===== src/hw/swlirq_pkg.sv =====
// shared constants for the wake timer, low-voltage and pending logic
`default_nettype none
package swlirq_pkg;
  // register byte addresses on the bus
  localparam logic [3:0] ADDR_WAKE   = 4'h0;
  localparam logic [3:0] ADDR_POWER  = 4'h4;
  localparam logic [3:0] ADDR_PEND   = 4'h8;
  // wakeup timer control fields
  localparam int WK_FLAG  = 7;
  localparam int WK_ACK   = 6;
  localparam int WK_SRC   = 5;
  localparam int WK_IE    = 4;
  localparam int WK_SEL_W = 3;
  // power monitor fields
  localparam int LV_FLAG = 7;
  localparam int LV_ACK  = 6;
  localparam int LV_IE   = 5;
  localparam int LV_RE   = 4;
  localparam int LV_SE   = 3;
  localparam int LV_ME   = 2;
  localparam int LV_BG   = 0;
  // pending summary fields
  localparam int PD_KEY  = 4;
  localparam int PD_CMP  = 3;
  localparam int PD_MOD  = 2;
  localparam int PD_WAKE = 1;
  localparam int PD_LV   = 0;
  // reset values
  localparam logic [7:0] WAKE_RST  = 8'h00;
  localparam logic [7:0] POWER_RST = 8'h00;
  // tick timing: 1 ms tick, 100 MHz clock
  localparam int TICK_MS       = 1;
  localparam int CLK_MHZ       = 100;
  localparam int TICK_CYCLES   = TICK_MS * CLK_MHZ * 1000;
  localparam int FAST_DIV      = 32;
  localparam int PERIOD_W      = 11;
  // bus responses
  localparam logic [1:0] RESP_OKAY   = 2'h0;
  localparam logic [1:0] RESP_SLVERR = 2'h2;

  typedef enum logic [2:0] {
    WK_OFF = 3'h0, WK_8 = 3'h1, WK_32 = 3'h2, WK_64 = 3'h3,
    WK_128 = 3'h4, WK_256 = 3'h5, WK_512 = 3'h6, WK_1024 = 3'h7
  } swlirq_period_t;

  // timeout in ticks for each period code
  function automatic logic [PERIOD_W-1:0] period_ticks(
      input logic [2:0] sel);
    unique case (sel)
      WK_8:    period_ticks = 11'h008;
      WK_32:   period_ticks = 11'h020;
      WK_64:   period_ticks = 11'h040;
      WK_128:  period_ticks = 11'h080;
      WK_256:  period_ticks = 11'h100;
      WK_512:  period_ticks = 11'h200;
      WK_1024: period_ticks = 11'h400;
      default: period_ticks = 11'h000;
    endcase
  endfunction : period_ticks
endpackage : swlirq_pkg
`default_nettype wire


===== src/hw/swlirq_top.sv =====
// system wake timer, low-voltage control and interrupt pending summary
`default_nettype none
module swlirq_top
  import swlirq_pkg::*;
#(
  parameter int TICK_CYC = swlirq_pkg::TICK_CYCLES
) (
  input  wire logic        aclk,
  input  wire logic        aresetn,
  // axi4-lite slave
  input  wire logic [3:0]  s_axi_awaddr,
  input  wire logic [2:0]  s_axi_awprot,
  input  wire logic        s_axi_awvalid,
  output logic             s_axi_awready,
  input  wire logic [31:0] s_axi_wdata,
  input  wire logic [3:0]  s_axi_wstrb,
  input  wire logic        s_axi_wvalid,
  output logic             s_axi_wready,
  output logic [1:0]       s_axi_bresp,
  output logic             s_axi_bvalid,
  input  wire logic        s_axi_bready,
  input  wire logic [3:0]  s_axi_araddr,
  input  wire logic [2:0]  s_axi_arprot,
  input  wire logic        s_axi_arvalid,
  output logic             s_axi_arready,
  output logic [31:0]      s_axi_rdata,
  output logic [1:0]       s_axi_rresp,
  output logic             s_axi_rvalid,
  input  wire logic        s_axi_rready,
  // tick sources
  input  wire logic        slow_osc_tick,
  input  wire logic        fast_osc_tick,
  // analog detector and power state
  input  wire logic        low_voltage_detect,
  input  wire logic        stop_mode,
  // peripheral sources
  input  wire logic        keypad_flag,
  input  wire logic        keypad_irq_enable,
  input  wire logic        comparator_flag,
  input  wire logic        comparator_irq_enable,
  input  wire logic        modulo_overflow_flag,
  input  wire logic        modulo_overflow_irq_enable,
  // outputs to the system
  output logic             wake_timer_irq,
  output logic             low_voltage_irq,
  output logic             low_voltage_reset,
  output logic             low_voltage_detect_on,
  output logic             slow_osc_powerdown,
  output logic             bandgap_buffer_enable
);
  logic        wake_timeout_flag;

  // wake timer control
  logic        wake_timeout_flag_reg;
  logic        wake_tick_source_select_reg;
  logic        wake_timer_irq_enable_reg;
  logic [2:0]  wake_period_select_reg;
  // power monitor control and pending summary
  logic        low_voltage_flag_reg;
  logic        low_voltage_irq_enable_reg;
  logic        low_voltage_reset_enable_reg;
  logic        low_voltage_stop_enable_reg;
  logic        low_voltage_master_enable_reg;
  logic        bandgap_buffer_enable_reg;
  logic        reset_en_locked_reg;
  logic        master_en_locked_reg;
  logic [7:0]  pending_reg;
  // bus state and registered system outputs
  logic        aw_held_reg;
  logic        w_held_reg;
  logic [3:0]  aw_addr_reg;
  logic [7:0]  w_data_reg;
  logic        w_lane0_reg;
  logic        bvalid_reg;
  logic [1:0]  bresp_reg;
  logic        rvalid_reg;
  logic [31:0] rdata_reg;
  logic [1:0]  rresp_reg;
  logic        wake_irq_reg;
  logic        lv_irq_reg;
  logic        lv_rst_reg;
  logic        lv_on_reg;
  logic        osc_pd_reg;

  swlirq_tick #(
    .TICK_CYC (TICK_CYC)
  ) u_tick (
    .aclk       (aclk),
    .aresetn    (aresetn),
    .slow_tick  (slow_osc_tick),
    .fast_tick  (fast_osc_tick),
    .src_sel    (wake_tick_source_select_reg),
    .period_sel (wake_period_select_reg),
    .timeout    (wake_timeout_flag)
  );

  // ---- write channel: address and data in either order ----
  wire logic aw_take  = s_axi_awvalid && !aw_held_reg && !bvalid_reg;
  wire logic w_take   = s_axi_wvalid && !w_held_reg && !bvalid_reg;
  wire logic aw_have  = aw_held_reg || aw_take;
  wire logic w_have   = w_held_reg || w_take;
  wire logic wr_fire  = aw_have && w_have && !bvalid_reg;
  wire logic [3:0] wr_addr = aw_held_reg ? aw_addr_reg : s_axi_awaddr;
  wire logic [7:0] wr_byte = w_held_reg ? w_data_reg : s_axi_wdata[7:0];
  // only byte lane 0 carries register bits; other lanes are ignored
  wire logic wr_lane0 = w_held_reg ? w_lane0_reg : s_axi_wstrb[0];
  wire logic wr_word  = wr_addr[1:0] == 2'h0;
  wire logic wr_wake  = wr_fire && wr_lane0 && wr_word &&
                        wr_addr[3:2] == ADDR_WAKE[3:2];
  wire logic wr_power = wr_fire && wr_lane0 && wr_word &&
                        wr_addr[3:2] == ADDR_POWER[3:2];
  wire logic wr_known = wr_word && (wr_addr[3:2] == ADDR_WAKE[3:2] ||
                        wr_addr[3:2] == ADDR_POWER[3:2] ||
                        wr_addr[3:2] == ADDR_PEND[3:2]);

  // ---- event and flag logic ----
  wire logic wake_ack  = wr_wake && wr_byte[WK_ACK];
  // set wins over a same-cycle acknowledge
  wire logic wake_flag_next = wake_timeout_flag ||
                              (wake_timeout_flag_reg && !wake_ack);
  // detection runs only when master enabled; in stop needs stop enable
  wire logic lv_active = low_voltage_master_enable_reg &&
                         (!stop_mode ||
                          low_voltage_stop_enable_reg);
  wire logic lv_ack    = wr_power && wr_byte[LV_ACK];
  wire logic lv_flag_next = (lv_active && low_voltage_detect) ||
                            (low_voltage_flag_reg && !lv_ack);
  // write-once bits honour only the first write after reset
  wire logic re_write = wr_power && !reset_en_locked_reg;
  wire logic me_write = wr_power && !master_en_locked_reg;

  wire logic [7:0] pending_next = {
    3'h0,
    keypad_flag && keypad_irq_enable,
    comparator_flag && comparator_irq_enable,
    modulo_overflow_flag && modulo_overflow_irq_enable,
    wake_timeout_flag_reg && wake_timer_irq_enable_reg,
    low_voltage_flag_reg && low_voltage_irq_enable_reg &&
      low_voltage_master_enable_reg
  };

  // ---- read path ----
  wire logic ar_take = s_axi_arvalid && !rvalid_reg;
  wire logic rd_word = s_axi_araddr[1:0] == 2'h0;
  wire logic [7:0] wake_view = {wake_timeout_flag_reg, 1'b0,
                                wake_tick_source_select_reg,
                                wake_timer_irq_enable_reg, 1'b0,
                                wake_period_select_reg};
  wire logic [7:0] power_view = {low_voltage_flag_reg, 1'b0,
                                 low_voltage_irq_enable_reg,
                                 low_voltage_reset_enable_reg,
                                 low_voltage_stop_enable_reg,
                                 low_voltage_master_enable_reg, 1'b0,
                                 bandgap_buffer_enable_reg};
  wire logic rd_wake  = rd_word && s_axi_araddr[3:2] == ADDR_WAKE[3:2];
  wire logic rd_power = rd_word && s_axi_araddr[3:2] == ADDR_POWER[3:2];
  wire logic rd_pend  = rd_word && s_axi_araddr[3:2] == ADDR_PEND[3:2];
  wire logic [7:0] rd_byte = rd_wake ? wake_view :
                             rd_power ? power_view :
                             rd_pend ? pending_reg : 8'h00;
  wire logic rd_known = rd_wake || rd_power || rd_pend;

  assign s_axi_awready = aw_held_reg == 1'b0 && bvalid_reg == 1'b0;
  assign s_axi_wready  = w_held_reg == 1'b0 && bvalid_reg == 1'b0;
  assign s_axi_arready = !rvalid_reg;
  assign s_axi_bvalid  = bvalid_reg;
  assign s_axi_bresp   = bresp_reg;
  assign s_axi_rvalid  = rvalid_reg;
  assign s_axi_rdata   = rdata_reg;
  assign s_axi_rresp   = rresp_reg;
  assign wake_timer_irq        = wake_irq_reg;
  assign low_voltage_irq       = lv_irq_reg;
  assign low_voltage_reset     = lv_rst_reg;
  assign low_voltage_detect_on = lv_on_reg;
  assign slow_osc_powerdown    = osc_pd_reg;
  assign bandgap_buffer_enable = bandgap_buffer_enable_reg;

  // bus handshake state
  always_ff @(posedge aclk) begin
    if (!aresetn) begin
      aw_held_reg <= 1'b0;
      w_held_reg  <= 1'b0;
      aw_addr_reg <= 4'h0;
      w_data_reg  <= 8'h00;
      w_lane0_reg <= 1'b0;
      bvalid_reg  <= 1'b0;
      bresp_reg   <= RESP_OKAY;
    end else begin
      aw_held_reg <= aw_have && !wr_fire;
      w_held_reg  <= w_have && !wr_fire;
      if (aw_take) begin
        aw_addr_reg <= s_axi_awaddr;
      end
      if (w_take) begin
        w_data_reg  <= s_axi_wdata[7:0];
        w_lane0_reg <= s_axi_wstrb[0];
      end
      if (wr_fire) begin
        bvalid_reg <= 1'b1;
        bresp_reg  <= wr_known ? RESP_OKAY : RESP_SLVERR;
      end else if (s_axi_bready) begin
        bvalid_reg <= 1'b0;
      end
    end
  end

  always_ff @(posedge aclk) begin
    if (!aresetn) begin
      rvalid_reg <= 1'b0;
      rdata_reg  <= 32'h0000_0000;
      rresp_reg  <= RESP_OKAY;
    end else if (ar_take) begin
      rvalid_reg <= 1'b1;
      rdata_reg  <= {24'h00_0000, rd_byte};
      rresp_reg  <= rd_known ? RESP_OKAY : RESP_SLVERR;
    end else if (s_axi_rready) begin
      rvalid_reg <= 1'b0;
    end
  end

  // wake timer control register
  always_ff @(posedge aclk) begin
    if (!aresetn) begin
      wake_timeout_flag_reg       <= WAKE_RST[WK_FLAG];
      wake_tick_source_select_reg <= WAKE_RST[WK_SRC];
      wake_timer_irq_enable_reg   <= WAKE_RST[WK_IE];
      wake_period_select_reg      <= WAKE_RST[WK_SEL_W-1:0];
    end else begin
      wake_timeout_flag_reg <= wake_flag_next;
      if (wr_wake) begin
        wake_tick_source_select_reg <= wr_byte[WK_SRC];
        wake_timer_irq_enable_reg   <= wr_byte[WK_IE];
        wake_period_select_reg      <= wr_byte[WK_SEL_W-1:0];
      end
    end
  end

  // power monitor register
  always_ff @(posedge aclk) begin
    if (!aresetn) begin
      low_voltage_flag_reg          <= POWER_RST[LV_FLAG];
      low_voltage_irq_enable_reg    <= POWER_RST[LV_IE];
      low_voltage_reset_enable_reg  <= POWER_RST[LV_RE];
      low_voltage_stop_enable_reg   <= POWER_RST[LV_SE];
      low_voltage_master_enable_reg <= POWER_RST[LV_ME];
      bandgap_buffer_enable_reg     <= POWER_RST[LV_BG];
      reset_en_locked_reg           <= 1'b0;
      master_en_locked_reg          <= 1'b0;
    end else begin
      low_voltage_flag_reg <= lv_flag_next;
      if (wr_power) begin
        low_voltage_irq_enable_reg  <= wr_byte[LV_IE];
        low_voltage_stop_enable_reg <= wr_byte[LV_SE];
        bandgap_buffer_enable_reg   <= wr_byte[LV_BG];
        reset_en_locked_reg         <= 1'b1;
        master_en_locked_reg        <= 1'b1;
      end
      if (re_write) begin
        low_voltage_reset_enable_reg <= wr_byte[LV_RE];
      end
      if (me_write) begin
        low_voltage_master_enable_reg <= wr_byte[LV_ME];
      end
    end
  end

  // registered system outputs
  always_ff @(posedge aclk) begin
    if (!aresetn) begin
      pending_reg  <= 8'h00;
      wake_irq_reg <= 1'b0;
      lv_irq_reg   <= 1'b0;
      lv_rst_reg   <= 1'b0;
      lv_on_reg    <= 1'b0;
      osc_pd_reg   <= 1'b0;
    end else begin
      pending_reg  <= pending_next;
      wake_irq_reg <= wake_timeout_flag_reg &&
                      wake_timer_irq_enable_reg;
      lv_irq_reg   <= low_voltage_flag_reg &&
                      low_voltage_irq_enable_reg;
      lv_rst_reg   <= low_voltage_flag_reg &&
                      low_voltage_reset_enable_reg &&
                      low_voltage_master_enable_reg;
      lv_on_reg    <= lv_active;
      // only a wake timer turned off and set to the fast source lets the slow oscillator stop
      osc_pd_reg   <= stop_mode &&
                      wake_period_select_reg == WK_OFF &&
                      wake_tick_source_select_reg;
    end
  end
endmodule : swlirq_top
`default_nettype wire


===== src/hw/swlirq_tick.sv =====
// wake timer tick generator and period counter
`default_nettype none
module swlirq_tick
  import swlirq_pkg::*;
#(
  parameter int TICK_CYC = TICK_CYCLES
) (
  input  wire logic       aclk,
  input  wire logic       aresetn,
  input  wire logic       slow_tick,
  input  wire logic       fast_tick,
  input  wire logic       src_sel,
  input  wire logic [2:0] period_sel,
  output logic            timeout
);
  localparam int DW = $clog2(FAST_DIV);
  localparam logic [DW-1:0] DIV_LAST = DW'(FAST_DIV - 1);

  logic [DW-1:0]       div_reg;
  logic [DW-1:0]       div_next;
  logic [PERIOD_W-1:0] cnt_reg;
  logic [PERIOD_W-1:0] cnt_next;
  logic                tmo_reg;

  wire logic [PERIOD_W-1:0] limit   = period_ticks(period_sel);
  wire logic                enabled = (period_sel != WK_OFF);
  // 32 kHz source divided down to a trimmed 1 ms tick
  wire logic div_wrap = fast_tick && (div_reg == DIV_LAST);
  wire logic tick     = src_sel ? div_wrap : slow_tick;
  wire logic hit      = enabled && tick &&
                        (cnt_reg == limit - 11'h001);

  assign div_next = !src_sel ? '0 : fast_tick ? div_reg + 1'b1 : div_reg;
  // counter restarts on each timeout, parks at zero when off
  assign cnt_next = !enabled ? '0 : hit ? '0 :
                    tick ? cnt_reg + 11'h001 : cnt_reg;
  assign timeout  = tmo_reg;

  always_ff @(posedge aclk) begin
    if (!aresetn) begin
      div_reg <= '0;
      cnt_reg <= '0;
      tmo_reg <= 1'b0;
    end else begin
      div_reg <= div_next;
      cnt_reg <= cnt_next;
      tmo_reg <= hit;
    end
  end
endmodule : swlirq_tick
`default_nettype wire


===== config.mk =====
export PLATFORM = sky130hd
export DESIGN_NAME = swlirq_top
export DESIGN_NICKNAME = d
export VERILOG_FILES = /design/src/hw/swlirq_pkg.sv /design/src/hw/swlirq_top.sv /design/src/hw/swlirq_tick.sv
export SDC_FILE = /design/constraint.sdc
export NUM_CORES = 1
export LEC_CHECK = 0
export BUFFER_PORTS_ARGS = -buffer_cell sky130_fd_sc_hd__buf_2
export CAP_MARGIN = 0
export CORE_MARGIN = 2
export CORE_UTILIZATION = 50
export CTS_CLUSTER_DIAMETER = 50
export DETAILED_ROUTE_END_ITERATION = 7
export GPL_ROUTABILITY_DRIVEN = 0
export MAX_ROUTING_LAYER = met4
export PLACE_DENSITY_LB_ADDON = 0.08
export SYNTH_ARGS = -nofsm -noshare
export SYNTH_HDL_FRONTEND = slang
export SYNTH_HIERARCHICAL = 1
export SYNTH_SLANG_ARGS = --single-unit

===== constraint.sdc =====
create_clock -name aclk -period 3.2 [get_ports aclk]
set_input_delay 0.32 -clock aclk [delete_from_list [all_inputs] [get_ports aclk]]
set_output_delay 0.32 -clock aclk [all_outputs]
set_load 0.02 [all_outputs]

* Word level (Yosys, flattened, before mapping)
Cells that the tools add are included.
Widths: inputs -> output; s select.
** Word-level totals
- Flip-flop bits (word level) :: 71
- Input port bits :: 67
- Output and inout port bits :: 47
** Operators by class
- $add $sub $neg :: 3
- Eq/ne operators :: 13
- Mux-type cells :: 14
- Bitwise logic cells :: 5
- Reductions and logical operators :: 67
** Operators by type and width (number)
- $pmux 11 s7 :: 1
- $logic_and 1x1->1 :: 39
- $mux 8 :: 3
- $eq 3x3->1 const B :: 4
- $add 11x1->11 const B :: 1
- $eq 11x11->1 :: 1
- $sub 11x1->11 const B :: 1
- $logic_not 1->1 :: 9
- $logic_or 1x1->1 :: 9
- $logic_not 2->1 :: 4
- $mux 7 :: 1
- $eq 3x2->1 const B :: 2
- $mux 1 :: 6
- $add 5x1->5 const B :: 1
- $eq 5x5->1 const B :: 1
- $not 1->1 :: 5
- $eq 2x1->1 const B :: 2
- $eq 2x2->1 const B :: 2
- $mux 2 :: 2
- $mux 4 :: 1
- $reduce_bool 2->1 :: 2
- $eq 3x1->1 const B :: 1
- $logic_not 3->1 :: 1
- $reduce_bool 3->1 :: 1
- 2 further kinds :: 2

* Longest topological paths before layout
Gate-level depths: netlist (run 1).
- Depth after elaboration :: 13
- Mapped depth :: 9
- Depth with buffers taken out :: 8

* Cells and area by module
Netlist (run 1), hierarchy kept.
** Modules (own cells, without submodules)
- swlirq_top :: times used 1, cells an instance 243, area an instance 2258.4 µm², seq. area each 940.9 µm²
- swlirq_tick :: times used 1, cells an instance 110, area an instance 980.9 µm², seq. area each 340.3 µm²

* Worst setup path after synthesis (run 1)
No wires, ideal clock.
- Path kind :: flip-flop to flip-flop
- Start point :: register wake_period_select_reg[0]
- End point :: register u_tick.tmo_reg, in the netlist u_tick/timeout
- Data arrival time :: 2.212 ns
- Path slack :: 0.928 ns
- Cell stages (with the launch flop) :: 9
- Path buffers :: 1
- Clock period less this slack :: 2.272 ns
- Cells stage by stage :: dfxtp_1 > buf_6 > or3b_4 > ha_1 > xnor2_1 > a41oi_1 > nand4_1 > nor4_4 > and2_1
** Between the ends
- Longest elaborated chain between the ends :: 5
** Ends and longest elaborated chain
- start, declared :: RTL line swlirq_top.sv:57 : logic [2:0] wake_period_select_reg;
- start signal, assigned :: RTL line swlirq_top.sv:227 : wake_period_select_reg <= WAKE_RST[WK_SEL_W-1:0];
- start signal, assigned :: RTL line swlirq_top.sv:233 : wake_period_select_reg <= wr_byte[WK_SEL_W-1:0];
- $eq 3x3->1, or another cell as far along :: RTL line swlirq_pkg.sv:49 : unique case (sel)
- $pmux 11 s7 :: RTL line swlirq_pkg.sv:49
- $sub 11x1->11 :: RTL line swlirq_tick.sv:31 : (cnt_reg == limit - 11'h001);
- $eq 11x11->1 :: RTL line swlirq_tick.sv:31
- $logic_and 1x1->1 * :: RTL line swlirq_tick.sv:30 : wire logic hit = enabled && tick &&
- end signal, assigned :: RTL line swlirq_tick.sv:47 : tmo_reg <= hit;
- end, declared :: RTL line swlirq_tick.sv:23 : logic tmo_reg;
Every way passes the cells marked *; elsewhere a longest branch is shown, timed or not.
A chain may end at the register's enable or synchronous reset.

* Worst setup path in the final report (run 1)
Same ends and word-level chain as after synthesis.

==> impl_metrics.prom, run 1 <==
# TYPE chip_impl_metric gauge
chip_impl_info{name="status",value="complete, no violations"} 1
chip_impl_metric{name="layout-drive-gt1-share",unit="%"} 21.8
chip_impl_metric{name="cp_data_required_time",unit="ns"} 3.48
chip_impl_metric{name="grt_pass1_wl",unit="mm"} 10.4
chip_impl_metric{name="final.fill_count",unit=""} 581
chip_impl_metric{name="met3_usage",unit="%"} 4.13
chip_impl_info{name="synth_common_cells",value="64 x sky130_fd_sc_hd__dfxtp_1, 30 x sky130_fd_sc_hd__mux2i_1, 28 x sky130_fd_sc_hd__buf_4"} 1
chip_impl_metric{name="final.setup_skew",unit="ns"} 0.00670
chip_impl_metric{name="net_switching_power",unit="mW"} 0.457
chip_impl_metric{name="initial_antenna_violation_count",unit=""} 0
chip_impl_metric{name="initial_core_util",unit="%"} 51.3
chip_impl_metric{name="timing.setup.tns",unit="ns"} 0
chip_impl_metric{name="synth_sequential_area_ratio",unit="%"} 39.6
chip_impl_metric{name="worstRegToRegCells",unit=""} 7
chip_impl_metric{name="number_of_warnings_issued_by_yosys",unit=""} 6
chip_impl_metric{name="routedWlPerCell",unit="µm"} 13.0
chip_impl_metric{name="grt_util_met1",unit="%"} 24.9
chip_impl_metric{name="post_synth_fa_ha_maj_area_fraction",unit="%"} 1.54
chip_impl_metric{name="ys_seq_elements",unit=""} 64
chip_impl_metric{name="grt_start_max_net_pins",unit=""} 36
chip_impl_metric{name="preCtsSetupSlack",unit="ns"} 0.598
chip_impl_metric{name="netlist_area",unit="µm²"} 3240
chip_impl_metric{name="place_hpwl",unit="mm"} 4.44
chip_impl_metric{name="route.antenna.remaining_nets",unit=""} 0
chip_impl_metric{name="max_clock_freq",unit="MHz"} 386
chip_impl_metric{name="power.share.combinational",unit="%"} 10.5
chip_impl_info{name="synth_top_cell_by_area",value="sky130_fd_sc_hd__dfxtp_1"} 1
chip_impl_metric{name="synth_enable_flop_cells",unit=""} 0
chip_impl_info{name="clk_root_buffer_cell",value="sky130_fd_sc_hd__clkbuf_8"} 1
chip_impl_info{name="start_kind",value="register"} 1
chip_impl_metric{name="setup_viol",unit=""} 0
chip_impl_info{name="yosysMostFrequentCell",value="sky130_fd_sc_hd__dfxtp_1"} 1
chip_impl_metric{name="cts_inserted_buffers",unit=""} 9
chip_impl_metric{name="synthArstFlopShare",unit="%"} 0
chip_impl_metric{name="die_h",unit="µm"} 84.5
chip_impl_metric{name="syn_area_per_cell",unit="µm²"} 9.18
chip_impl_metric{name="stdcell_count",unit=""} 481
chip_impl_metric{name="ctsHoldBuffers",unit=""} 0
chip_impl_metric{name="p_leak",unit="nW"} 1.61
chip_impl_metric{name="worstMarginPinSlew",unit="ns"} 0.548
chip_impl_metric{name="clock_share_of_power",unit="%"} 44.6
chip_impl_metric{name="hold-path-cell-count",unit=""} 2
chip_impl_info{name="synth_top_flop_cell",value="sky130_fd_sc_hd__dfxtp_1"} 1
chip_impl_metric{name="die_area",unit="µm²"} 7140
chip_impl_metric{name="max_cap_violations",unit=""} 0
chip_impl_metric{name="grt_overflow",unit=""} 0
chip_impl_metric{name="diodes",unit=""} 0
chip_impl_metric{name="synth-compound-area-share",unit="%"} 10.6
chip_impl_metric{name="dieWidth",unit="µm"} 84.5
chip_impl_metric{name="hold-worst-slack",unit="ns"} 0.205
chip_impl_metric{name="period_needed",unit="ns"} 2.59
chip_impl_metric{name="fin_ws",unit="ns"} 0.611
chip_impl_metric{name="final_nets",unit=""} 470
chip_impl_metric{name="post_synth_and_or_nand_nor_area_fraction",unit="%"} 21.1
chip_impl_metric{name="power.share.switching",unit="%"} 24.5
chip_impl_info{name="top_usage_layer",value="met2"} 1
chip_impl_metric{name="vias",unit=""} 2417
chip_impl_metric{name="power.density",unit="nW/µm²"} 510
chip_impl_metric{name="pin_count",unit=""} 114
chip_impl_info{name="setup.worst_path.end_class",value="register"} 1
chip_impl_metric{name="power_report.internal_total",unit="mW"} 1.41
chip_impl_metric{name="final-max-slew-violation-count",unit=""} 0
chip_impl_metric{name="synth_xor_xnor_area_share",unit="%"} 4.87
chip_impl_metric{name="grt.total_usage",unit="%"} 18.9
chip_impl_metric{name="worst-endpoint-arrival",unit="ns"} 2.87
chip_impl_metric{name="synth.mux.area_fraction",unit="%"} 11.4
chip_impl_metric{name="pnr_total_power",unit="mW"} 1.87
chip_impl_metric{name="remaining_drc_errors",unit=""} 0
chip_impl_metric{name="number_of_drc_markers_in_iteration_0",unit=""} 82
chip_impl_metric{name="routed_via_density",unit=""} 5.02
chip_impl_metric{name="peakVddDrop",unit="µV"} 303
chip_impl_metric{name="timing.critical_path.fanout_max",unit=""} 13
chip_impl_metric{name="max_root_sink_buffers",unit=""} 2
chip_impl_metric{name="htree_num_levels",unit=""} 3
chip_impl_metric{name="timing.final.crit_share",unit="%"} 80.9
chip_impl_metric{name="port_buffers",unit=""} 52
chip_impl_info{name="cts_tree",value="yes"} 1
chip_impl_metric{name="grtUsageMet2",unit="%"} 27.1
chip_impl_metric{name="finish.instance_area",unit="µm²"} 3660
chip_impl_metric{name="grt_pass1_vias",unit=""} 2185
chip_impl_metric{name="placementRows",unit=""} 29
chip_impl_metric{name="clock_latency",unit="ns"} 0.34
chip_impl_metric{name="design.core.area",unit="µm²"} 6310
chip_impl_metric{name="cts.reportedPaths.clkPinSlew",unit="ns"} 0.07
chip_impl_metric{name="dp_cells",unit=""} 465
chip_impl_info{name="grt_setup_unrepaired",value="no"} 1
chip_impl_metric{name="postCtsResizedCells",unit=""} 0
chip_impl_metric{name="area_growth_syn_to_layout",unit="%"} 12.9
chip_impl_info{name="min_path_type",value="in2reg"} 1
chip_impl_metric{name="drt_wl_total",unit="mm"} 6.27
chip_impl_metric{name="power_frac_seq",unit="%"} 44.9
chip_impl_metric{name="detailed_place.area",unit="µm²"} 3420
chip_impl_metric{name="final_hold_viol_count",unit=""} 0
chip_impl_metric{name="synth.top_cell.area_share",unit="%"} 39.6
chip_impl_metric{name="largest_reg_flops",unit=""} 11
chip_impl_info{name="timing.setup.critical_path_class",value="reg2reg"} 1
chip_impl_metric{name="synthCells",unit=""} 353
chip_impl_metric{name="cts_num_sinks",unit=""} 64
chip_impl_metric{name="max_slew_margin",unit="%"} 63.2
chip_impl_info{name="synth.top_cells.by_area",value="sky130_fd_sc_hd__dfxtp_1 40%, sky130_fd_sc_hd__mux2i_1 9.3%, sky130_fd_sc_hd__buf_4 6.5%, sky130_fd_sc_hd__nor2b_1 3.3%, sky130_fd_sc_hd__nand2_1 3.0%"} 1
chip_impl_metric{name="utilization",unit="%"} 57.9
chip_impl_metric{name="post_cts.repair.setup_buffers",unit=""} 0
chip_impl_metric{name="synth.lib_cells_used.distinct",unit=""} 55
chip_impl_info{name="synth_top_family_by_area",value="simple AND/OR/NAND/NOR gates"} 1
chip_impl_metric{name="drt_pass1_iterations",unit=""} 4
routing by layer:
metal  routed length [µm]  share of wire (%)
met5                    0                  0
met4                   76                1.2
met3                  282                4.5
met2                 2770                 44
met1                 3150                 50
cell usage in the layout, fill, tap and decap left out, drive strengths merged, types with 9 or more instances in the layout:
cell type,synthesis,final
nor3,13,13
buf,32,55
o21ai,9,9
clkbuf,14,10
and3,9,9
a21oi,15,15
dfxtp,64,64
xnor2,11,11
nor2,22,22
conb,1,27
nor2b,17,17
inv,16,16
mux2i,30,30
nand2,26,26
area by class of cell:
cell class                      instances  area, µm²  share of cell area, %
Clock buffer                           10        128                   3.49
Clock inverter                          6        108                   2.94
Inverter                               16       60.1                   1.64
Multi-Input combinational cell        253       1700                   46.5
Sequential cell                        64       1280                   35.0
Tap cell                               77       96.3                   2.63
Timing Repair Buffer                   55        283                   7.73
worst max-delay path, cell delays in order, from the launching register on:
cell and delay (ns):
sky130_fd_sc_hd__dfxtp_1 0.55, sky130_fd_sc_hd__or3b_4 0.44, sky130_fd_sc_hd__ha_1 0.24, sky130_fd_sc_hd__xnor2_1 0.15, sky130_fd_sc_hd__a41oi_1 0.23, sky130_fd_sc_hd__nand4_1 0.16
sky130_fd_sc_hd__nor4_4 0.56, sky130_fd_sc_hd__and2_1 0.20
power groups by stage:
stage | Combinational [mW] | Sequential, mW | Clock, mW
after floorplan | 0.175 | 0.854 | 0
after global placement | 0.195 | 0.856 | 0
after detailed placement | 0.197 | 0.857 | 0
after CTS | 0.198 | 0.838 | 0.854
after global routing | 0.217 | 0.841 | 0.884
final | 0.197 | 0.838 | 0.832
cell families after synthesis:
group | after synthesis
multiplexers | 36
AO/OA/AOI/OAI | 49
AND/OR/NAND/NOR | 119
other | 1
adder cells (fa/ha/maj) | 4
XOR/XNOR | 18
buffers and inverters | 62
flip-flops | 64
path summary, 6_finish.rpt:
kind | start | endpoint | slack [ns]
worst min register to register | s_axi_rdata[0] | s_axi_rdata[0] | 0.45
worst max-delay path | wake_period_select_reg[0] | u_tick/timeout | 0.61
worst min-delay path | modulo_overflow_irq_enable | pending_reg[2] | 0.20
worst max register to register | wake_period_select_reg[0] | u_tick/timeout | 0.61
No activity file was read; power rests on OpenSTA's default activity.
==> run 2: changes to the inputs <==
Clock period 3.2 ns to 2.6 ns, I/O delays scaled along.
==> impl_metrics.prom, run 2 (synthesis results as in run 1) <==
# TYPE chip_impl_metric gauge
chip_impl_info{name="status",value="complete, no violations"} 1
chip_impl_metric{name="vias",unit=""} 2423
chip_impl_metric{name="remaining_drc_errors",unit=""} 0
chip_impl_metric{name="preCtsSetupSlack",unit="ns"} 0.412
chip_impl_metric{name="cts_inserted_buffers",unit=""} 9
chip_impl_metric{name="initial_antenna_violation_count",unit=""} 0
chip_impl_metric{name="ff_latch_area",unit="µm²"} 1280
chip_impl_info{name="clk_root_buffer_cell",value="sky130_fd_sc_hd__clkbuf_8"} 1
chip_impl_metric{name="area_growth_syn_to_layout",unit="%"} 12.7
chip_impl_metric{name="pnr_total_power",unit="mW"} 2.14
chip_impl_metric{name="drt_wl_total",unit="mm"} 6.11
chip_impl_info{name="min_path_type",value="in2reg"} 1
chip_impl_info{name="commonest_non_fill_non_tap_cell_in_the_layout",value="sky130_fd_sc_hd__dfxtp_1"} 1
chip_impl_metric{name="clock_latency",unit="ns"} 0.35
chip_impl_info{name="timing.critical_path.cells",value="or3b_4 -> ha_1 -> xnor2_1 -> a41oi_1 -> nand4_1 -> nor4_4 -> buf_4 -> and2_1"} 1
chip_impl_metric{name="cp_slowest_stage_delay",unit="ns"} 0.41
chip_impl_metric{name="die_area",unit="µm²"} 7140
chip_impl_metric{name="peakVddDrop",unit="µV"} 358
chip_impl_metric{name="pin_count",unit=""} 114
chip_impl_metric{name="dieWidth",unit="µm"} 84.5
chip_impl_metric{name="grt.total_usage",unit="%"} 19.1
chip_impl_metric{name="hold-worst-slack",unit="ns"} 0.150
chip_impl_metric{name="max_slew_margin",unit="%"} 62.7
chip_impl_info{name="setup.worst_path.end_class",value="register"} 1
chip_impl_metric{name="final.setup_skew",unit="ns"} 0.0105
chip_impl_metric{name="final.fill_count",unit=""} 607
chip_impl_metric{name="period_needed",unit="ns"} 2.18
chip_impl_metric{name="final_hold_viol_count",unit=""} 0
chip_impl_metric{name="power.density",unit="nW/µm²"} 586
chip_impl_metric{name="timing.final.crit_share",unit="%"} 83.9
chip_impl_metric{name="port_buffers",unit=""} 52
chip_impl_info{name="most-common-layout-cells",value="64 x sky130_fd_sc_hd__dfxtp_1, 52 x sky130_fd_sc_hd__buf_2, 30 x sky130_fd_sc_hd__mux2i_1"} 1
chip_impl_metric{name="largest_reg_flops",unit=""} 11
chip_impl_metric{name="grt_overflow",unit=""} 0
chip_impl_metric{name="fin_ws",unit="ns"} 0.418
chip_impl_metric{name="placementRows",unit=""} 29
chip_impl_info{name="worst_hold_startpoint",value="keypad_irq_enable"} 1
chip_impl_metric{name="route.antenna.remaining_nets",unit=""} 0
chip_impl_metric{name="die_h",unit="µm"} 84.5
chip_impl_metric{name="htree_num_levels",unit=""} 3
chip_impl_metric{name="post_cts.repair.setup_buffers",unit=""} 0
chip_impl_info{name="cts_tree",value="yes"} 1
chip_impl_metric{name="initial_core_util",unit="%"} 51.3
chip_impl_metric{name="max_cap_violations",unit=""} 0
chip_impl_metric{name="grt_pass1_vias",unit=""} 2176
chip_impl_metric{name="diodes",unit=""} 0
chip_impl_metric{name="postCtsResizedCells",unit=""} 0
chip_impl_metric{name="max_clock_freq",unit="MHz"} 458
chip_impl_metric{name="routedWlPerCell",unit="µm"} 12.6
chip_impl_metric{name="utilization",unit="%"} 57.8
chip_impl_metric{name="ctsHoldBuffers",unit=""} 0
chip_impl_metric{name="p_leak",unit="nW"} 1.62
chip_impl_metric{name="routed_via_density",unit=""} 5.00
chip_impl_info{name="critical-path-top-delay-family",value="simple AND/OR/NAND/NOR gates"} 1
chip_impl_metric{name="grt_start_max_net_pins",unit=""} 34
chip_impl_metric{name="drt_pass1_iterations",unit=""} 4
chip_impl_metric{name="place_hpwl",unit="mm"} 4.34
chip_impl_metric{name="final_nets",unit=""} 474
chip_impl_info{name="timing.setup.critical_path_class",value="reg2reg"} 1
chip_impl_metric{name="grt_pass1_wl",unit="mm"} 10.6
chip_impl_info{name="critical_path.reg2reg.startpoint",value="wake_period_select_reg[2]"} 1
chip_impl_metric{name="setup_viol",unit=""} 0
chip_impl_metric{name="timing.setup.tns",unit="ns"} 0
chip_impl_metric{name="cp_data_required_time",unit="ns"} 2.89
chip_impl_metric{name="multi_input_comb_area",unit="µm²"} 1700
chip_impl_metric{name="max_root_sink_buffers",unit=""} 2
chip_impl_metric{name="worstMarginPinSlew",unit="ns"} 0.559
chip_impl_metric{name="layout-drive-gt1-share",unit="%"} 22.3
chip_impl_info{name="critPathLaunch",value="wake_period_select_reg[2]"} 1
chip_impl_metric{name="design.core.area",unit="µm²"} 6310
chip_impl_metric{name="timing.critical_path.fanout_max",unit=""} 10
chip_impl_info{name="start_kind",value="register"} 1
chip_impl_metric{name="worst-endpoint-arrival",unit="ns"} 2.47
chip_impl_info{name="slowest_stage",value="sky130_fd_sc_hd__or3b_4"} 1
chip_impl_metric{name="cts.reportedPaths.clkPinSlew",unit="ns"} 0.07
chip_impl_metric{name="final-max-slew-violation-count",unit=""} 0
chip_impl_metric{name="buf_inv_on_cp",unit=""} 1
chip_impl_metric{name="number_of_drc_markers_in_iteration_0",unit=""} 116
chip_impl_metric{name="cts_num_sinks",unit=""} 64
chip_impl_info{name="grt_setup_unrepaired",value="no"} 1
run 2: changes by cell type in the layout (fill, tap and decap cells not counted), sizes merged:
cell,previous run,this run
clkbuf,10,13
bufinv,3,1
clkinvlp,1,0
buf,55,59
run 2: stage by stage:
step	cells	cell area, µm²
after floorplan	379	3340
after global placement	469	3450
after detailed placement	469	3450
after CTS	485	3650
after global routing	485	3650
final	485	3650
run 2: path summary, 6_finish.rpt:
path	to	slack [ns]	cells past startpoint
setup / recovery	u_tick/timeout	0.42	8
hold reg to reg	master_en_locked_reg	0.45	2
hold / removal	pending_reg[4]	0.15	2
setup reg to reg	u_tick/timeout	0.42	8
run 2: report_power, final:
| group | switching [mW] | total (mW) | internal, mW |
|---|---|---|---|
| combinational | 0.149 | 0.243 | 0.0944 |
| sequential | 0.0225 | 1.03 | 1.01 |
| clock | 0.372 | 0.865 | 0.493 |
run 2: worst reg2reg max path: cells and delay by family (launching register included):
kind | cells | cell delay [ns]
simple gates | 4 | 0.99
fa+ha+maj | 1 | 0.25
buf+inv | 1 | 0.22
flops | 1 | 0.31
compound gates | 1 | 0.22
xor+xnor | 1 | 0.16
run 2: final cells by class:
cell class                      instances  area share [%]
Multi-Input combinational cell        253            46.6
Sequential cell                        64            35.1
Timing Repair Buffer                   59            8.57
Clock buffer                           13            4.35
Tap cell                               77            2.64
Inverter                               16            1.64
Clock inverter                          3            1.10
run 2: per-layer routing:
layer	wire, µm	vias to the layer above	global-route usage (%)
met3	355	6	5.70
met1	3100	1101	27.6
li1	-	1252	-
met5	0	-	-
met2	2560	64	25.3
met4	96	0	6.49
==> run 3: changes to the inputs <==
Settings changed: ABC_AREA set to 1.
Clock period 2.6 ns to 2.1 ns, I/O delays scaled along.
==> impl_metrics.prom, run 3 <==
# TYPE chip_impl_metric gauge
chip_impl_info{name="setup.worst_path.end_class",value="register"} 1
chip_impl_metric{name="p_leak",unit="nW"} 1.75
chip_impl_metric{name="final_hold_viol_count",unit=""} 0
chip_impl_metric{name="final-max-slew-violation-count",unit=""} 0
chip_impl_metric{name="design.core.area",unit="µm²"} 6280
chip_impl_metric{name="initial_antenna_violation_count",unit=""} 0
chip_impl_metric{name="period_needed",unit="ns"} 1.89
chip_impl_metric{name="placementRows",unit=""} 29
chip_impl_metric{name="max_cap_violations",unit=""} 0
chip_impl_metric{name="htree_num_levels",unit=""} 3
chip_impl_info{name="clk_root_buffer_cell",value="sky130_fd_sc_hd__clkbuf_8"} 1
chip_impl_metric{name="synth.lib_cells_used.distinct",unit=""} 40
chip_impl_metric{name="route.antenna.remaining_nets",unit=""} 0
chip_impl_metric{name="worstMarginPinSlew",unit="ns"} 1.01
chip_impl_metric{name="cp_data_required_time",unit="ns"} 2.34
chip_impl_metric{name="ys_seq_elements",unit=""} 64
chip_impl_metric{name="ctsHoldBuffers",unit=""} 0
chip_impl_info{name="critPathLaunch",value="u_tick/div_reg[0]"} 1
chip_impl_info{name="most-common-layout-cells",value="77 x sky130_fd_sc_hd__nand2_1, 75 x sky130_fd_sc_hd__nor2_1, 64 x sky130_fd_sc_hd__dfxtp_1"} 1
chip_impl_metric{name="max_root_sink_buffers",unit=""} 2
chip_impl_metric{name="grt.total_usage",unit="%"} 20.3
chip_impl_metric{name="remaining_drc_errors",unit=""} 0
chip_impl_metric{name="area_growth_syn_to_layout",unit="%"} 16.1
chip_impl_metric{name="place_hpwl",unit="mm"} 4.97
chip_impl_metric{name="grt_pass1_vias",unit=""} 2636
chip_impl_metric{name="cts_inserted_buffers",unit=""} 9
chip_impl_metric{name="timing.setup.tns",unit="ns"} 0
chip_impl_metric{name="max_clock_freq",unit="MHz"} 528
chip_impl_metric{name="number_of_drc_markers_in_iteration_0",unit=""} 144
chip_impl_metric{name="netlist_area",unit="µm²"} 3220
chip_impl_info{name="rr_endpoint",value="u_tick/cnt_reg[7]"} 1
chip_impl_metric{name="timing.critical_path.fanout_max",unit=""} 6
chip_impl_info{name="synth.top_cells.by_area",value="sky130_fd_sc_hd__dfxtp_1 40%, sky130_fd_sc_hd__nand2_1 9.1%, sky130_fd_sc_hd__nor2_1 8.7%, sky130_fd_sc_hd__inv_1 6.4%, sky130_fd_sc_hd__buf_4 6.3%"} 1
chip_impl_info{name="endpoint",value="u_tick/cnt_reg[7]"} 1
chip_impl_metric{name="synthCells",unit=""} 456
chip_impl_metric{name="synth_enable_flop_cells",unit=""} 0
chip_impl_info{name="cts_tree",value="yes"} 1
chip_impl_info{name="yosysMostFrequentCell",value="sky130_fd_sc_hd__nand2_1"} 1
chip_impl_metric{name="synth_sequential_area_ratio",unit="%"} 39.8
chip_impl_metric{name="cts.reportedPaths.clkPinSlew",unit="ns"} 0.08
chip_impl_metric{name="fin_ws",unit="ns"} 0.206
chip_impl_metric{name="synthArstFlopShare",unit="%"} 0
chip_impl_metric{name="dieWidth",unit="µm"} 84.3
chip_impl_metric{name="grt_overflow",unit=""} 0
chip_impl_metric{name="clock_latency",unit="ns"} 0.35
chip_impl_metric{name="initial_core_util",unit="%"} 51.3
chip_impl_info{name="grt_setup_unrepaired",value="no"} 1
chip_impl_metric{name="detailed_place.area",unit="µm²"} 3460
chip_impl_metric{name="drt_pass1_iterations",unit=""} 4
chip_impl_info{name="status",value="complete, no violations"} 1
chip_impl_metric{name="hold-worst-slack",unit="ns"} 0.0733
chip_impl_metric{name="setup_viol",unit=""} 0
chip_impl_metric{name="vias",unit=""} 2874
chip_impl_info{name="commonest_non_fill_non_tap_cell_in_the_layout",value="sky130_fd_sc_hd__nand2_1"} 1
chip_impl_metric{name="routed_via_density",unit=""} 4.79
chip_impl_metric{name="max_slew_margin",unit="%"} 32.1
chip_impl_metric{name="drt_wl_total",unit="mm"} 6.68
chip_impl_info{name="synth_common_cells",value="78 x sky130_fd_sc_hd__nand2_1, 75 x sky130_fd_sc_hd__nor2_1, 64 x sky130_fd_sc_hd__dfxtp_1"} 1
chip_impl_info{name="start_kind",value="register"} 1
chip_impl_metric{name="grt_start_max_net_pins",unit=""} 25
chip_impl_metric{name="die_h",unit="µm"} 84.3
chip_impl_metric{name="syn_area_per_cell",unit="µm²"} 7.07
chip_impl_metric{name="worst-endpoint-arrival",unit="ns"} 2.13
chip_impl_metric{name="die_area",unit="µm²"} 7100
chip_impl_metric{name="preCtsSetupSlack",unit="ns"} 0.0985
chip_impl_metric{name="final_nets",unit=""} 589
chip_impl_metric{name="largest_reg_flops",unit=""} 11
chip_impl_metric{name="power.density",unit="nW/µm²"} 770
chip_impl_metric{name="worstRegToRegCells",unit=""} 13
chip_impl_info{name="synth_top_cell_by_area",value="sky130_fd_sc_hd__dfxtp_1"} 1
chip_impl_metric{name="synth.top_cell.area_share",unit="%"} 39.8
chip_impl_metric{name="diodes",unit=""} 0
chip_impl_metric{name="layout-drive-gt1-share",unit="%"} 19.1
chip_impl_info{name="timing.setup.critical_path_class",value="reg2reg"} 1
chip_impl_metric{name="grt_pass1_wl",unit="mm"} 11.3
chip_impl_metric{name="r2r_slack",unit="ns"} 0.21
chip_impl_info{name="synth_top_flop_cell",value="sky130_fd_sc_hd__dfxtp_1"} 1
chip_impl_metric{name="final.setup_skew",unit="ns"} 0.0101
chip_impl_metric{name="pin_count",unit=""} 114
chip_impl_metric{name="port_buffers",unit=""} 52
chip_impl_metric{name="number_of_warnings_issued_by_yosys",unit=""} 6
chip_impl_metric{name="finish.instance_area",unit="µm²"} 3740
chip_impl_metric{name="timing.final.crit_share",unit="%"} 90.2
chip_impl_info{name="worst_hold_startpoint",value="low_voltage_detect"} 1
chip_impl_info{name="min_path_type",value="in2reg"} 1
chip_impl_info{name="critical_path.reg2reg.startpoint",value="u_tick/div_reg[0]"} 1
chip_impl_metric{name="cts_num_sinks",unit=""} 64
chip_impl_metric{name="routedWlPerCell",unit="µm"} 11.1
chip_impl_metric{name="peakVddDrop",unit="µV"} 424
run 3: where the power goes:
part	switching, mW	internal, mW	total (mW)
Sequential	0.0325	1.27	1.30
Clock	0.477	0.736	1.21
Combinational	0.253	0.116	0.369
Total	0.762	2.12	2.88
run 3: through the flow:
stage | std cells | util [%] | total power, mW
6_report | 600 | 59.6 | 2.88
5_1_grt | 600 | 59.6 | 3.00
4_1_cts | 596 | 58.9 | 2.90
3_5_place_dp | 580 | 55.2 | 1.69
3_3_place_gp | 580 | 55.2 | 1.68
2_1_floorplan | 482 | - | 1.62
run 3: timing repair:
action / 4_1_cts / 5_1_grt
endpoints found under the setup margin: 0 / 11
setup buffers: 0 / 3
gates resized for setup: 0 / 4
run 3: how the worst min path moves through the flow:
stage,end,slack [ns],cells after the start
global route,pending_reg[2],0.09,3
finish,low_voltage_flag_reg,0.07,3
floorplan,pending_reg[2],0.32,2
detailed placement,low_voltage_flag_reg,0.44,3
CTS,low_voltage_flag_reg,0.07,3
global placement,low_voltage_flag_reg,0.43,3
run 3: cells by family (layout without fill, tap and decap cells):
family	after synthesis	in the layout	share of synthesized area [%]
flops	64	64	39.8
compound gates	76	76	13.1
fa+ha+maj	4	4	1.55
other cells	1	27	0.116
mux	3	3	0.971
simple gates	207	208	28.2
xor+xnor	5	5	1.36
buf+inv	96	136	14.9
run 3: critical path: stages, from the launching register on:
cell and delay (ns):
sky130_fd_sc_hd__dfxtp_1 0.37, sky130_fd_sc_hd__ha_1 0.18, sky130_fd_sc_hd__inv_1 0.06, sky130_fd_sc_hd__nor3_2 0.11, sky130_fd_sc_hd__ha_2 0.20, sky130_fd_sc_hd__nand3_2 0.09, sky130_fd_sc_hd__o21ai_4 0.12, sky130_fd_sc_hd__nand2_1 0.08
sky130_fd_sc_hd__nor2_1 0.13, sky130_fd_sc_hd__nand2_1 0.07, sky130_fd_sc_hd__nor2_1 0.11, sky130_fd_sc_hd__nand2_2 0.10, sky130_fd_sc_hd__nand2_2 0.12, sky130_fd_sc_hd__nor2_1 0.05
run 3: final cells by class:
class	count	area, µm²
clock buffers	12	155
clock inverters	4	76.3
fillers	611	2540
inverters	60	230
multi-input cells	323	1580
flip-flops and latches	64	1280
well taps	77	96.3
repair buffers	60	320
run 3: per-layer routing:
layer / GRT usage (%) / share of wire, % / vias up
li1: - / - / 1521
met1: 25.6 / 48 / 1256
met2: 31.3 / 44 / 83
met3: 3.74 / 5.4 / 14
met4: 9.53 / 2.0 / 0
met5: - / 0 / -
